## config.mk

```make
export PLATFORM = sky130hd
export DESIGN_NAME = iflrs_top
export DESIGN_NICKNAME = d
export VERILOG_FILES = /design/src/verilog/iflrs_pkg.sv /design/src/verilog/iflrs_sync.sv /design/src/verilog/iflrs_top.sv
export SDC_FILE = /design/constraint.sdc
export NUM_CORES = 1
export LEC_CHECK = 0
export ABC_AREA = 0
export BUFFER_PORTS_ARGS = -buffer_cell sky130_fd_sc_hd__buf_4
export CAP_MARGIN = 10
export CORE_ASPECT_RATIO = 1.4
export CORE_MARGIN = 2
export CORE_UTILIZATION = 42
export CTS_CLUSTER_DIAMETER = 150
export DETAILED_ROUTE_END_ITERATION = 10
export HOLD_SLACK_MARGIN = 0.03
export RECOVER_POWER = 25
export SETUP_SLACK_MARGIN = 0.2
export SYNTH_ARGS = -nofsm -noshare
export SYNTH_HDL_FRONTEND = slang
export SYNTH_SLANG_ARGS = --single-unit
```

## constraint.sdc

```tcl
create_clock -name CLK_SYS -period 4.25 [get_ports CLK_SYS]
set_input_delay 1.0625 -clock CLK_SYS [delete_from_list [all_inputs] [get_ports CLK_SYS]]
set_output_delay 1.0625 -clock CLK_SYS [all_outputs]
set_load 0.01 [all_outputs]
```

## src/verilog/iflrs_pkg.sv

```systemverilog
/*
  Constants shared by the input FIFO level/reset/status block.
  Assumes a single system clock; all other rates are enable pulses.
*/
package iflrs_pkg;
  // ==========================================================
  // Register offsets
  localparam logic [7:0] REG_SYNC_CTRL = 8'h10;
  localparam logic [7:0] REG_DLY_SEL = 8'h16;
  localparam logic [7:0] REG_START_PH = 8'h17;
  localparam logic [7:0] REG_INIT_STAT = 8'h18;
  localparam logic [7:0] REG_LEVEL = 8'h19;
  localparam logic [7:0] REG_SED_PAT = 8'h20;
  localparam logic [7:0] REG_SED_CTRL = 8'h21;
  // ==========================================================
  // Field positions
  localparam int SYNC_RATE_BIT = 6;
  localparam int SYNC_EDGE_BIT = 3;
  localparam int IFMODE_LSB = 0;
  localparam int STAT_WARN_BIT = 7;
  localparam int STAT_ABS_BIT = 6;
  localparam int STAT_FRAME_BIT = 5;
  localparam int STAT_OK_BIT = 4;
  localparam int STAT_ACK_BIT = 2;
  localparam int STAT_REQ_BIT = 1;
  localparam int SED_ERR_BIT = 0;
  localparam int SED_EN_BIT = 1;
  // ==========================================================
  // Reset values and encodings
  localparam logic [7:0] SYNC_CTRL_RST = 8'h40;
  localparam logic [7:0] START_PH_RST = 8'h04;
  localparam logic [2:0] LVL_NEAR_EMPTY = 3'h1;
  localparam logic [2:0] LVL_NEAR_FULL = 3'h7;
  localparam logic [1:0] IF_WORD = 2'h0;
  localparam logic [1:0] IF_BYTE = 2'h1;
  localparam logic [1:0] IF_NIBBLE = 2'h2;
  localparam logic [3:0] BEATS_WORD = 4'h2;
  localparam logic [3:0] BEATS_BYTE = 4'h4;
  localparam logic [3:0] BEATS_NIBBLE = 4'h8;
  // ==========================================================
  // Timing: system clock and converter read rate
  localparam int CLK_PERIOD_NS = 100;
  localparam int CONV_PERIOD_NS = 800;
  localparam int CONV_DIV_CYC = CONV_PERIOD_NS / CLK_PERIOD_NS;
  // Serial-port handshake states
  typedef enum logic [2:0] {
    HS_IDLE = 3'b001,
    HS_PEND = 3'b010,
    HS_ACK = 3'b100
  } iflrs_hs_t;
endpackage

```

## src/verilog/iflrs_sync.sv

```systemverilog
/*
  Two-flop synchroniser for a group of pin inputs.
  Assumes inputs are asynchronous to CLK_SYS; only stage two is read.
*/
`timescale 1ns/1ps
module iflrs_sync #(
  parameter int W = 1
) (
  // Clock and reset
  input wire logic clk,
  input wire logic rst,
  // Data
  input wire logic [W-1:0] din,
  output logic [W-1:0] dout
);
  logic [W-1:0] meta_q;
  // ==========================================================
  // Two stages
  always_ff @(posedge clk) begin
    if (rst) begin
      meta_q <= '0;
      dout <= '0;
    end else begin
      meta_q <= din;
      dout <= meta_q;
    end
  end
endmodule // iflrs_sync

```

## src/verilog/iflrs_top.sv

```systemverilog
/*
  Input FIFO of a dual-channel converter data port: level reset by strobe,
  align input, serial request, warning flag, thermometer level, sample check.
  Assumes link pins are asynchronous and sampled by CLK_SYS; the converter
  sample clock is modelled by an internal divider enable.
*/
`timescale 1ns/1ps
module iflrs_top import iflrs_pkg::*; #(
  parameter int DEPTH = 8,
  parameter int CONV_DIV = CONV_DIV_CYC
) (
  // Clock and reset
  input wire logic CLK_SYS,
  input wire logic RST,
  // Link pins
  input wire logic SOURCE_DATA_CLOCK,
  input wire logic [15:0] DATA,
  input wire logic FRAME,
  input wire logic REFERENCE_ALIGN_INPUT,
  // Register port
  input wire logic [7:0] REG_ADDR,
  input wire logic [7:0] REG_WDATA,
  input wire logic REG_WR,
  output logic [7:0] REG_RDATA,
  // Converter side
  output logic [15:0] DAC_I,
  output logic [15:0] DAC_Q,
  output logic FIFO_WARN
);
  if (DEPTH != 8 || CONV_DIV < 2 || CONV_DIV > 256) begin : g_bad_param
    $error("iflrs_top: unsupported DEPTH or CONV_DIV");
  end
  // ==========================================================
  // Pin synchronisers
  logic [18:0] pin_s;
  iflrs_sync #(.W(19)) u_sync (
    .clk(CLK_SYS),
    .rst(RST),
    .din({SOURCE_DATA_CLOCK, FRAME, REFERENCE_ALIGN_INPUT, DATA[15:0]}),
    .dout(pin_s)
  );
  logic dci_s, frame_s, align_s;
  logic [15:0] data_s;
  assign dci_s = pin_s[18];
  assign frame_s = pin_s[17];
  assign align_s = pin_s[16];
  assign data_s = pin_s[15:0];
  // ==========================================================
  // State
  logic [31:0] mem_q [DEPTH];
  logic dci_q, dci_d, align_q, align_d, align_pend_q, align_pend_d;
  logic [7:0] sync_q, sync_d, dly_q, dly_d, ph_q, ph_d, sedpat_q, sedpat_d;
  logic req_q, req_d, ok_q, ok_d, byframe_q, byframe_d, abs_q, abs_d;
  logic rel_pend_q, rel_pend_d, sed_en_q, sed_en_d, sed_err_q, sed_err_d;
  logic [2:0] wptr_q, wptr_d, rptr_q, rptr_d;
  logic [3:0] beat_q, beat_d, fhigh_q, fhigh_d;
  logic [15:0] iacc_q, iacc_d, qacc_q, qacc_d;
  logic [6:0] therm_q, therm_d;
  logic [7:0] div_q, div_d, rdata_d;
  logic [15:0] dac_i_d, dac_q_d;
  logic warn_d, conv_rise, conv_fall, edge_any, wr_pair, strobe_done, align_take;
  logic data_rate, rel_apply;
  logic [1:0] ifmode;
  logic [3:0] beats;
  logic [2:0] ph_set;
  iflrs_hs_t hs_q, hs_d;
  assign data_rate = sync_q[SYNC_RATE_BIT];
  assign ifmode = sync_q[IFMODE_LSB +: 2];
  assign ph_set = ph_q[2:0];
  assign beats = (ifmode == IF_WORD) ? BEATS_WORD :
                 (ifmode == IF_BYTE) ? BEATS_BYTE : BEATS_NIBBLE;
  // Converter clock: rise at count 0, fall at half period
  assign conv_rise = (div_q == 8'h00);
  assign conv_fall = (div_q == 8'(CONV_DIV / 2));
  assign edge_any = (dci_s != dci_q);
  // Bus slice for one beat
  function automatic logic [15:0] beat_bits(input logic [1:0] m, input logic [15:0] d);
    if (m == IF_BYTE)
      beat_bits = {8'h00, d[14], d[12], d[10], d[8], d[7], d[5], d[3], d[1]};
    else
      beat_bits = {12'h000, d[10], d[8], d[7], d[5]};
  endfunction
  // ==========================================================
  // Next-state logic
  always_comb begin
    logic [15:0] bb;
    bb = beat_bits(ifmode, data_s);
    dci_d = dci_s;
    align_d = align_s;
    div_d = (div_q == 8'(CONV_DIV - 1)) ? 8'h00 : div_q + 8'h01;
    beat_d = beat_q;
    fhigh_d = fhigh_q;
    iacc_d = iacc_q;
    qacc_d = qacc_q;
    wr_pair = 1'b0;
    strobe_done = 1'b0;
    if (edge_any) begin
      // Word: SOURCE_DATA_CLOCK high carries I; byte/nibble: strobe level routes
      if (ifmode == IF_WORD) begin
        if (dci_s) iacc_d = data_s;
        else qacc_d = data_s;
        beat_d = dci_s ? 4'h0 : beat_q + 4'h1;
      end else begin
        if (frame_s) iacc_d = (ifmode == IF_BYTE) ? {iacc_q[7:0], bb[7:0]}
                                                  : {iacc_q[11:0], bb[3:0]};
        else qacc_d = (ifmode == IF_BYTE) ? {qacc_q[7:0], bb[7:0]}
                                          : {qacc_q[11:0], bb[3:0]};
        beat_d = (frame_s && fhigh_q == 4'h0) ? 4'h0 : beat_q + 4'h1;
      end
      wr_pair = (beat_d == beats - 4'h1);
      // Strobe counts as init only after a full load held high
      fhigh_d = frame_s ? ((fhigh_q == beats) ? fhigh_q : fhigh_q + 4'h1) : 4'h0;
      strobe_done = frame_s && (fhigh_q == beats - 4'h1);
    end
    // Align sampling on the selected converter edge
    align_pend_d = align_pend_q | (align_s & ~align_q);
    align_take = align_pend_q && !data_rate
                 && (sync_q[SYNC_EDGE_BIT] ? conv_fall : conv_rise);
    if (align_take || data_rate) align_pend_d = 1'b0;
    // Read pointer
    rptr_d = rptr_q;
    if (align_take) rptr_d = 3'h0;
    else if (conv_rise) rptr_d = rptr_q + 3'h1;
    // Registers written by software
    sync_d = sync_q;
    dly_d = dly_q;
    ph_d = ph_q;
    req_d = req_q;
    sedpat_d = sedpat_q;
    sed_en_d = sed_en_q;
    if (REG_WR) begin
      case (REG_ADDR)
        REG_SYNC_CTRL: sync_d = REG_WDATA;
        REG_DLY_SEL: dly_d = REG_WDATA;
        REG_START_PH: ph_d = REG_WDATA;
        REG_INIT_STAT: req_d = REG_WDATA[STAT_REQ_BIT];
        REG_SED_PAT: sedpat_d = REG_WDATA;
        REG_SED_CTRL: sed_en_d = REG_WDATA[SED_EN_BIT];
        default: ;
      endcase
    end
    // Serial handshake
    hs_d = hs_q;
    rel_pend_d = rel_pend_q;
    ok_d = ok_q;
    byframe_d = byframe_q;
    abs_d = abs_q;
    case (hs_q)
      HS_IDLE: if (req_q) begin
        hs_d = HS_PEND;
        rel_pend_d = 1'b1;
        ok_d = 1'b0;
        byframe_d = 1'b0;
        abs_d = 1'b0;
      end
      HS_PEND: if (!rel_pend_q) hs_d = HS_ACK;
      HS_ACK: if (!req_q) hs_d = HS_IDLE;
      default: hs_d = HS_IDLE;
    endcase
    if (strobe_done && data_rate) begin
      rel_pend_d = 1'b1;
      ok_d = 1'b0;
      byframe_d = 1'b1;
      abs_d = 1'b0;
    end
    // Write pointer: reset beats increment
    wptr_d = wr_pair ? wptr_q + 3'h1 : wptr_q;
    rel_apply = rel_pend_q && conv_rise && (rptr_d == 3'h0);
    if (strobe_done && !data_rate) begin
      wptr_d = ph_set;
      ok_d = 1'b1;
      byframe_d = 1'b1;
      abs_d = 1'b1;
    end else if (rel_apply) begin
      wptr_d = ph_set;
      rel_pend_d = 1'b0;
      ok_d = 1'b1;
    end
    // Level seen at read zero as thermometer
    therm_d = (conv_rise && rptr_d == 3'h0) ? 7'((8'h01 << wptr_q) - 8'h01) : therm_q;
    warn_d = (wptr_q - rptr_q == LVL_NEAR_EMPTY) || (wptr_q - rptr_q == LVL_NEAR_FULL);
    // Sample checker on each written I word; set wins over clear
    sed_err_d = sed_err_q;
    if (REG_WR && REG_ADDR == REG_SED_CTRL && REG_WDATA[SED_ERR_BIT]) sed_err_d = 1'b0;
    if (sed_en_q && wr_pair && iacc_d[7:0] != sedpat_q) sed_err_d = 1'b1;
    // Data rate mode reads the one slot just written; FIFO rate reads rptr
    dac_i_d = DAC_I;
    dac_q_d = DAC_Q;
    if (conv_rise) begin
      {dac_i_d, dac_q_d} = data_rate ? mem_q[wptr_q - 3'h1] : mem_q[rptr_d];
    end
    // Readback
    case (REG_ADDR)
      REG_SYNC_CTRL: rdata_d = sync_q;
      REG_DLY_SEL: rdata_d = dly_q;
      REG_START_PH: rdata_d = ph_q;
      REG_INIT_STAT: rdata_d = {FIFO_WARN, abs_q, byframe_q, ok_q, 1'b0,
                               (hs_q == HS_ACK), req_q, 1'b0};
      REG_LEVEL: rdata_d = {1'b0, therm_q};
      REG_SED_PAT: rdata_d = sedpat_q;
      REG_SED_CTRL: rdata_d = {6'h00, sed_en_q, sed_err_q};
      default: rdata_d = 8'h00;
    endcase
  end
  // ==========================================================
  // Registers
  always_ff @(posedge CLK_SYS) begin
    if (RST) begin
      dci_q <= 1'b0;
      align_q <= 1'b0;
      align_pend_q <= 1'b0;
      div_q <= 8'h00;
      beat_q <= 4'h0;
      fhigh_q <= 4'h0;
      iacc_q <= 16'h0000;
      qacc_q <= 16'h0000;
      rptr_q <= 3'h0;
      wptr_q <= START_PH_RST[2:0];
      sync_q <= SYNC_CTRL_RST;
      dly_q <= 8'h00;
      ph_q <= START_PH_RST;
      req_q <= 1'b0;
      sedpat_q <= 8'h00;
      sed_en_q <= 1'b0;
      sed_err_q <= 1'b0;
      hs_q <= HS_IDLE;
      rel_pend_q <= 1'b0;
      ok_q <= 1'b0;
      byframe_q <= 1'b0;
      abs_q <= 1'b0;
      therm_q <= 7'h00;
      FIFO_WARN <= 1'b0;
      REG_RDATA <= 8'h00;
      DAC_I <= 16'h0000;
      DAC_Q <= 16'h0000;
    end else begin
      dci_q <= dci_d;
      align_q <= align_d;
      align_pend_q <= align_pend_d;
      div_q <= div_d;
      beat_q <= beat_d;
      fhigh_q <= fhigh_d;
      iacc_q <= iacc_d;
      qacc_q <= qacc_d;
      rptr_q <= rptr_d;
      wptr_q <= wptr_d;
      sync_q <= sync_d;
      dly_q <= dly_d;
      ph_q <= ph_d;
      req_q <= req_d;
      sedpat_q <= sedpat_d;
      sed_en_q <= sed_en_d;
      sed_err_q <= sed_err_d;
      hs_q <= hs_d;
      rel_pend_q <= rel_pend_d;
      ok_q <= ok_d;
      byframe_q <= byframe_d;
      abs_q <= abs_d;
      therm_q <= therm_d;
      FIFO_WARN <= warn_d;
      REG_RDATA <= rdata_d;
      DAC_I <= dac_i_d;
      DAC_Q <= dac_q_d;
    end
  end
  // FIFO storage, no reset needed
  always_ff @(posedge CLK_SYS) begin
    if (wr_pair) mem_q[wptr_q] <= {iacc_d, qacc_d};
  end
endmodule // iflrs_top

```

== Word level (Yosys, flattened, before mapping) ==
Memory sizes are Yosys's and may differ from the RTL's.
Index checks and enable logic that the tools add are counted.
Word-level totals
  memories kept: 1
  input port bits: 38
  output and inout bits: 41
  RAM bits: 256
  register bits: 185
Operators by class
  eq/ne operators: 24
  reductions and logical operators: 38
  mux-type cells: 50
  shift operators: 1
  bitwise gates (word level): 3
  add/sub/neg operators: 9
Memories
  mem_q: depth 8, width 32, rd ports 2, clocked after memory_dff 0, write ports 1, line iflrs_top.sv:50  | logic [31:0] mem_q [DEPTH];
Operator list (number)
  $mux 16: 10
  $pmux 8 s7: 1
  $eq 8x5->1 const B: 5
  $mux 32: 1
  $mux 4: 8
  $mux 3: 8
  $mux 1: 20
  $reduce_and 2->1: 9
  $eq 8x3->1 const B: 2
  $eq 8x6->1 const B: 2
  $logic_and 1x1->1: 13
  $eq 4x4->1: 3
  $pmux 3 s3: 1
  $reduce_bool 3->1: 3
  $add 4x1->4 const B: 2
  $add 8x1->8 const B: 1
  $logic_not 8->1: 1
  $mux 8: 1
  $ne 2x2->1 const B: 4
  $ne 8x8->1: 1
  $reduce_bool 4->1: 2
  $shl 1x3->7 const A: 1
  $sub 7x1->7 const B: 1
  $add 3x1->3 const B: 2
  19 further kinds: 23

== Logic depth before layout (Yosys ltp) ==
  depth in word-level cells: 11
  gate-level depth with buffers: 11
  depth with buffers taken out: 8

== Hierarchy ==
A second synthesis with hierarchy kept.
Second synthesis, totals
  cell total of the unflattened synthesis: 2521
  area total of the unflattened synthesis: 24923.9 µm²
By module, submodules not included
  iflrs_top: instances 1, cells each 2441, area each 23711.5 µm²
  iflrs_sync: instances 1, cells each 80, area each 1212.4 µm²

== Worst setup path before layout ==
No wires, ideal clock.
  kind: register -> register
  start point: register sync_q[0]
  end point: memory mem_q[1][0] (enable)
  setup slack: -0.191 ns
  data required time: 3.789 ns
  buffers on the path: 2
  data arrival time: 3.980 ns
  cell stages (with the launch flop): 9
  cell sequence: dfxtp_1 > buf_6 > or2_1 > buf_6 > mux2_4 > o21ai_1 > nand4b_2 > or2_2 > nor3_1
Between the ends
  cells in the longest elaborated chain, start to end: 8
  elaborated cells on any way between the ends: 11
  classes of those cells: add/sub (1); eq/ne (2); mux (7); reduce/logical (1)
Ends and longest elaborated chain
  start, declared: line iflrs_top.sv:52  | logic [7:0] sync_q, sync_d, dly_q, dly_d, ph_q, ph_d, sedpat_q, sedpat_d;
  start signal, assigned: line iflrs_top.sv:247  | sync_q <= sync_d;
  $eq 2x1->1: line iflrs_top.sv:71  | (ifmode == IF_BYTE) ? BEATS_BYTE : BEATS_NIBBLE;
  $mux 4: line iflrs_top.sv:71
  $mux 4: line iflrs_top.sv:70  | assign beats = (ifmode == IF_WORD) ? BEATS_WORD :
  $sub 4x1->4: line iflrs_top.sv:110  | wr_pair = (beat_d == beats - 4'h1);
  $eq 4x4->1 *: line iflrs_top.sv:110
  $mux 1 *: line iflrs_top.sv:97  | if (edge_any) begin
  $mux 1 *: line iflrs_top.sv:268  | if (wr_pair) mem_q[wptr_q] <= {iacc_d, qacc_d};
  $mux 1 (not written as such) *: line iflrs_top.sv:268
  end, declared: line iflrs_top.sv:50
Mark *: on every way between the ends. The rest lies on a longest branch, timed or not. The select of a mux whose other input is x is not followed.

== Final worst setup path ==
  start point: register sync_q[1]
  end point: memory mem_q[6][22] (data pin)
Between the ends
  cells in the longest elaborated chain, start to end: 6
  elaborated cells on any way between the ends: 7
  classes of those cells: eq/ne (1); mux (5); reduce/logical (1)
Ends and longest elaborated chain
  $eq 2x1->1: line iflrs_top.sv:78, iflrs_top.sv:104
  $mux 8: line iflrs_top.sv:78  | if (m == IF_BYTE)
  $mux 16 (2 in series): line iflrs_top.sv:104  | if (frame_s) iacc_d = (ifmode == IF_BYTE) ? {iacc_q[7:0], bb[7:0]}
  $mux 16 *: line iflrs_top.sv:99  | if (ifmode == IF_WORD) begin
  $mux 16 *: line iflrs_top.sv:97
  named net iacc_d[6]: line iflrs_top.sv:57  | logic [15:0] iacc_q, iacc_d, qacc_q, qacc_d;
The timed path passes the listed nets; every way through them passes the cells marked *.

==> out/qor.txt <==
Die Y: 272 µm
Worst path top cell family by delay: compound AO/OA/AOI/OAI gates
Inserted Diodes: 0
Ys Warns: 0
cts bufs inserted: 44
fraction of registers with async set/reset: 0%
largest net degree at the start of global routing: 105
Mapped Area: 21600 µm²
area of the multi-input gates: 9530 µm²
fin cells: 2617
Buf/Inv on CP: 2
Critical Path Max Stage Delay: 0.94 ns
cell count after placement: 2536
Ports: 79
die area: 53200 µm²
H-tree depth: 2
FF+latch area: 11400 µm²
final setup fails: 0
CP required: 4.47 ns
clock buffer depth: 3
Final ANT Viol Nets: 0
worst hold slack: 0.435 ns
slowest stage cell, crit path: clkbuf_1
Overall Power: 10.0 mW
cells after synthesis: 1892
RSZ-0062 raised after global routing: false
Slew @ Worst Pin: 2.01 ns
Pwr per Cell Area: 413 nW/µm²
status: finished with violations
Die Width: 196 µm
via-per-instance ratio: 6.25
Crit Path Category: reg -> reg
critical path arrival: 3.87 ns
Commonest cells post-synth: edfxtp_1, dfxtp_1, o21ai_0, clkbuf_1, a21oi_1
starting density of the core: 42.4%
Post-CTS Setup Bufs: 0
Leak: 8.06 nW
Rel. slew slack: -34.2%
vias in the first global route: 16500
global route hottest layer: met2
post_cts resized: 0
met2 usage: 44.3%
Worst VDD drop: 0.310 mV
fmax: 0.274 GHz
Cell Chain, Critical Path: clkbuf_1 > o21bai_1 > o211a_1 > o221ai_1 > inv_1
Core Util, Final: 47.5%
sequential-to-total area share from yosys stat: 52.8%
final WL: 66200 µm
gr usage total: 24.5%
mean post-synth cell area: 11.4 µm²
Post-synth EDFFs: 256
# nets final: 1984
Overflow after GRT: 0
hold-fix buffers at CTS: 0
CP endpoint kind: register
Synth cell types: 79
fillers: 4600
core area: 50900 µm²
Starting DRT DRC Count: 1552
cell taking the most area after synthesis: edfxtp_1
CP max FO: 28
GR Util met1: 28.8%
crit path time final: 3.64 ns
first-pass GRT wire length: 99300 µm
iteration count of the initial detailed-routing pass: 6
share of cells above drive strength 1: 13.2%
failing checks: max-capacitance violations, max-slew violations
Synth area leaders: edfxtp_1, dfxtp_1, mux4_2, mux2i_1, o21ai_0
DRC: 0
RD Place Congestion: 0.876
cell with the most instances after synthesis: edfxtp_1
num rows: 98
top_reg_cell synth: edfxtp_1
initial antenna violation count: 0
Seq cells post-synth: 441
Max Cap Viol: 1
top cell type's share of synthesized area: 35.7%
Clk pin slew, worst setup/hold paths: 0.06 ns
fin. max-slew vios: 38
HP Class: reg -> reg
Worst Skew: 0.0231 ns
clock root buffer: clkbuf_16
met3 Resource Use GR: 3.38%
DR vias: 16400
number of port buffers: 78
CTS tree: built
Layout area overhead: 12.2%
Startpoint Class: register
Synthesized Nets: 1944
DP Wirelength: 40000 µm
Clock Latency Late Sink: 0.57 ns
Tcrit/Tclk final: 85.7%
Hold Vio Cnt, Final: 0
wire length per cell: 25.3 µm
clk sinks: 441
-- layout by cell type (no fill, tap or decap), types with 71 or more instances in the layout --
cell type | synthesis | routed
a21oi_1 | 98 | 98
dfxtp_1 | 185 | 183
o21ai_0 | 148 | 147
mux2i_1 | 82 | 82
nand3_1 | 95 | 95
nor2_1 | 96 | 93
nand2_1 | 81 | 81
buf_4 | 7 | 90
nor2b_1 | 71 | 71
edfxtp_1 | 256 | 256
-- stage by stage --
stage | setup WS, ns | setup TNS (ns) | cell area (µm²)
after global routing | 0.460 | 0 | 24200
after global placement | 1.03 | 0 | 23000
after CTS | 0.960 | 0 | 24400
final | 0.606 | 0 | 24200
after floorplan | -0.191 | -18.37 | 21600
after detailed placement | 0.966 | 0 | 23000
-- registers in the layout, indices dropped and copies added, names as in the netlist, 16 cells and up --
name	count
qacc_q	16
mem_q	256
u_sync.dout	19
DAC_I	16
u_sync.meta_q	19
DAC_Q	16
iacc_q	16
-- worst register-to-register path, cell delays in order (launching register included) --
cell and delay, ns:
dfxtp_1 0.53, clkbuf_1 0.94, o21bai_1 0.36, o211a_1 0.32, o221ai_1 0.81, inv_1 0.35
-- logic make-up (layout without fill, tap and decap cells) --
| logic type | after synthesis | count (layout) | synth area share, % |
|---|---|---|---|
| AO/OA/AOI/OAI | 569 | 569 | 18.5 |
| XOR/XNOR | 30 | 30 | 1.22 |
| adder cells (fa/ha/maj) | 14 | 14 | 0.847 |
| buffers and inverters | 185 | 260 | 3.62 |
| flip-flops | 441 | 441 | 52.8 |
| multiplexers | 150 | 150 | 10.7 |
| AND/OR/NAND/NOR | 503 | 503 | 12.3 |
-- layer usage --
layer,wire [µm],share of wire [%]
met1,25000,38
met2,34000,51
met3,4280,6.5
met4,2920,4.4
met5,0,0
-- final timing paths --
path	depth (start not counted)	end	from	slack, ns
setup / recovery	5	mem_q[6][22]	sync_q[1]	0.61
hold / removal	1	u_sync.dout[15]	u_sync.meta_q[15]	0.43
setup reg to reg	5	mem_q[6][22]	sync_q[1]	0.61
hold reg to reg	1	u_sync.dout[15]	u_sync.meta_q[15]	0.43
-- power by group --
| group | switching [mW] | internal [mW] | total, mW |
|---|---|---|---|
| logic | 1.03 | 0.554 | 1.58 |
| clock network | 1.66 | 2.09 | 3.75 |
| registers | 0.0916 | 4.57 | 4.66 |
-- final cells by class --
cell class | count | share of cell area (%)
multi-input combinational | 1266 | 39.4
inverter | 31 | 0.481
sequential | 441 | 47.1
tap | 650 | 3.36
clock inverter | 17 | 0.517
clock buffer | 64 | 5.12
timing repair buffer | 148 | 4.03
No activity file was read; power rests on OpenSTA's default activity.
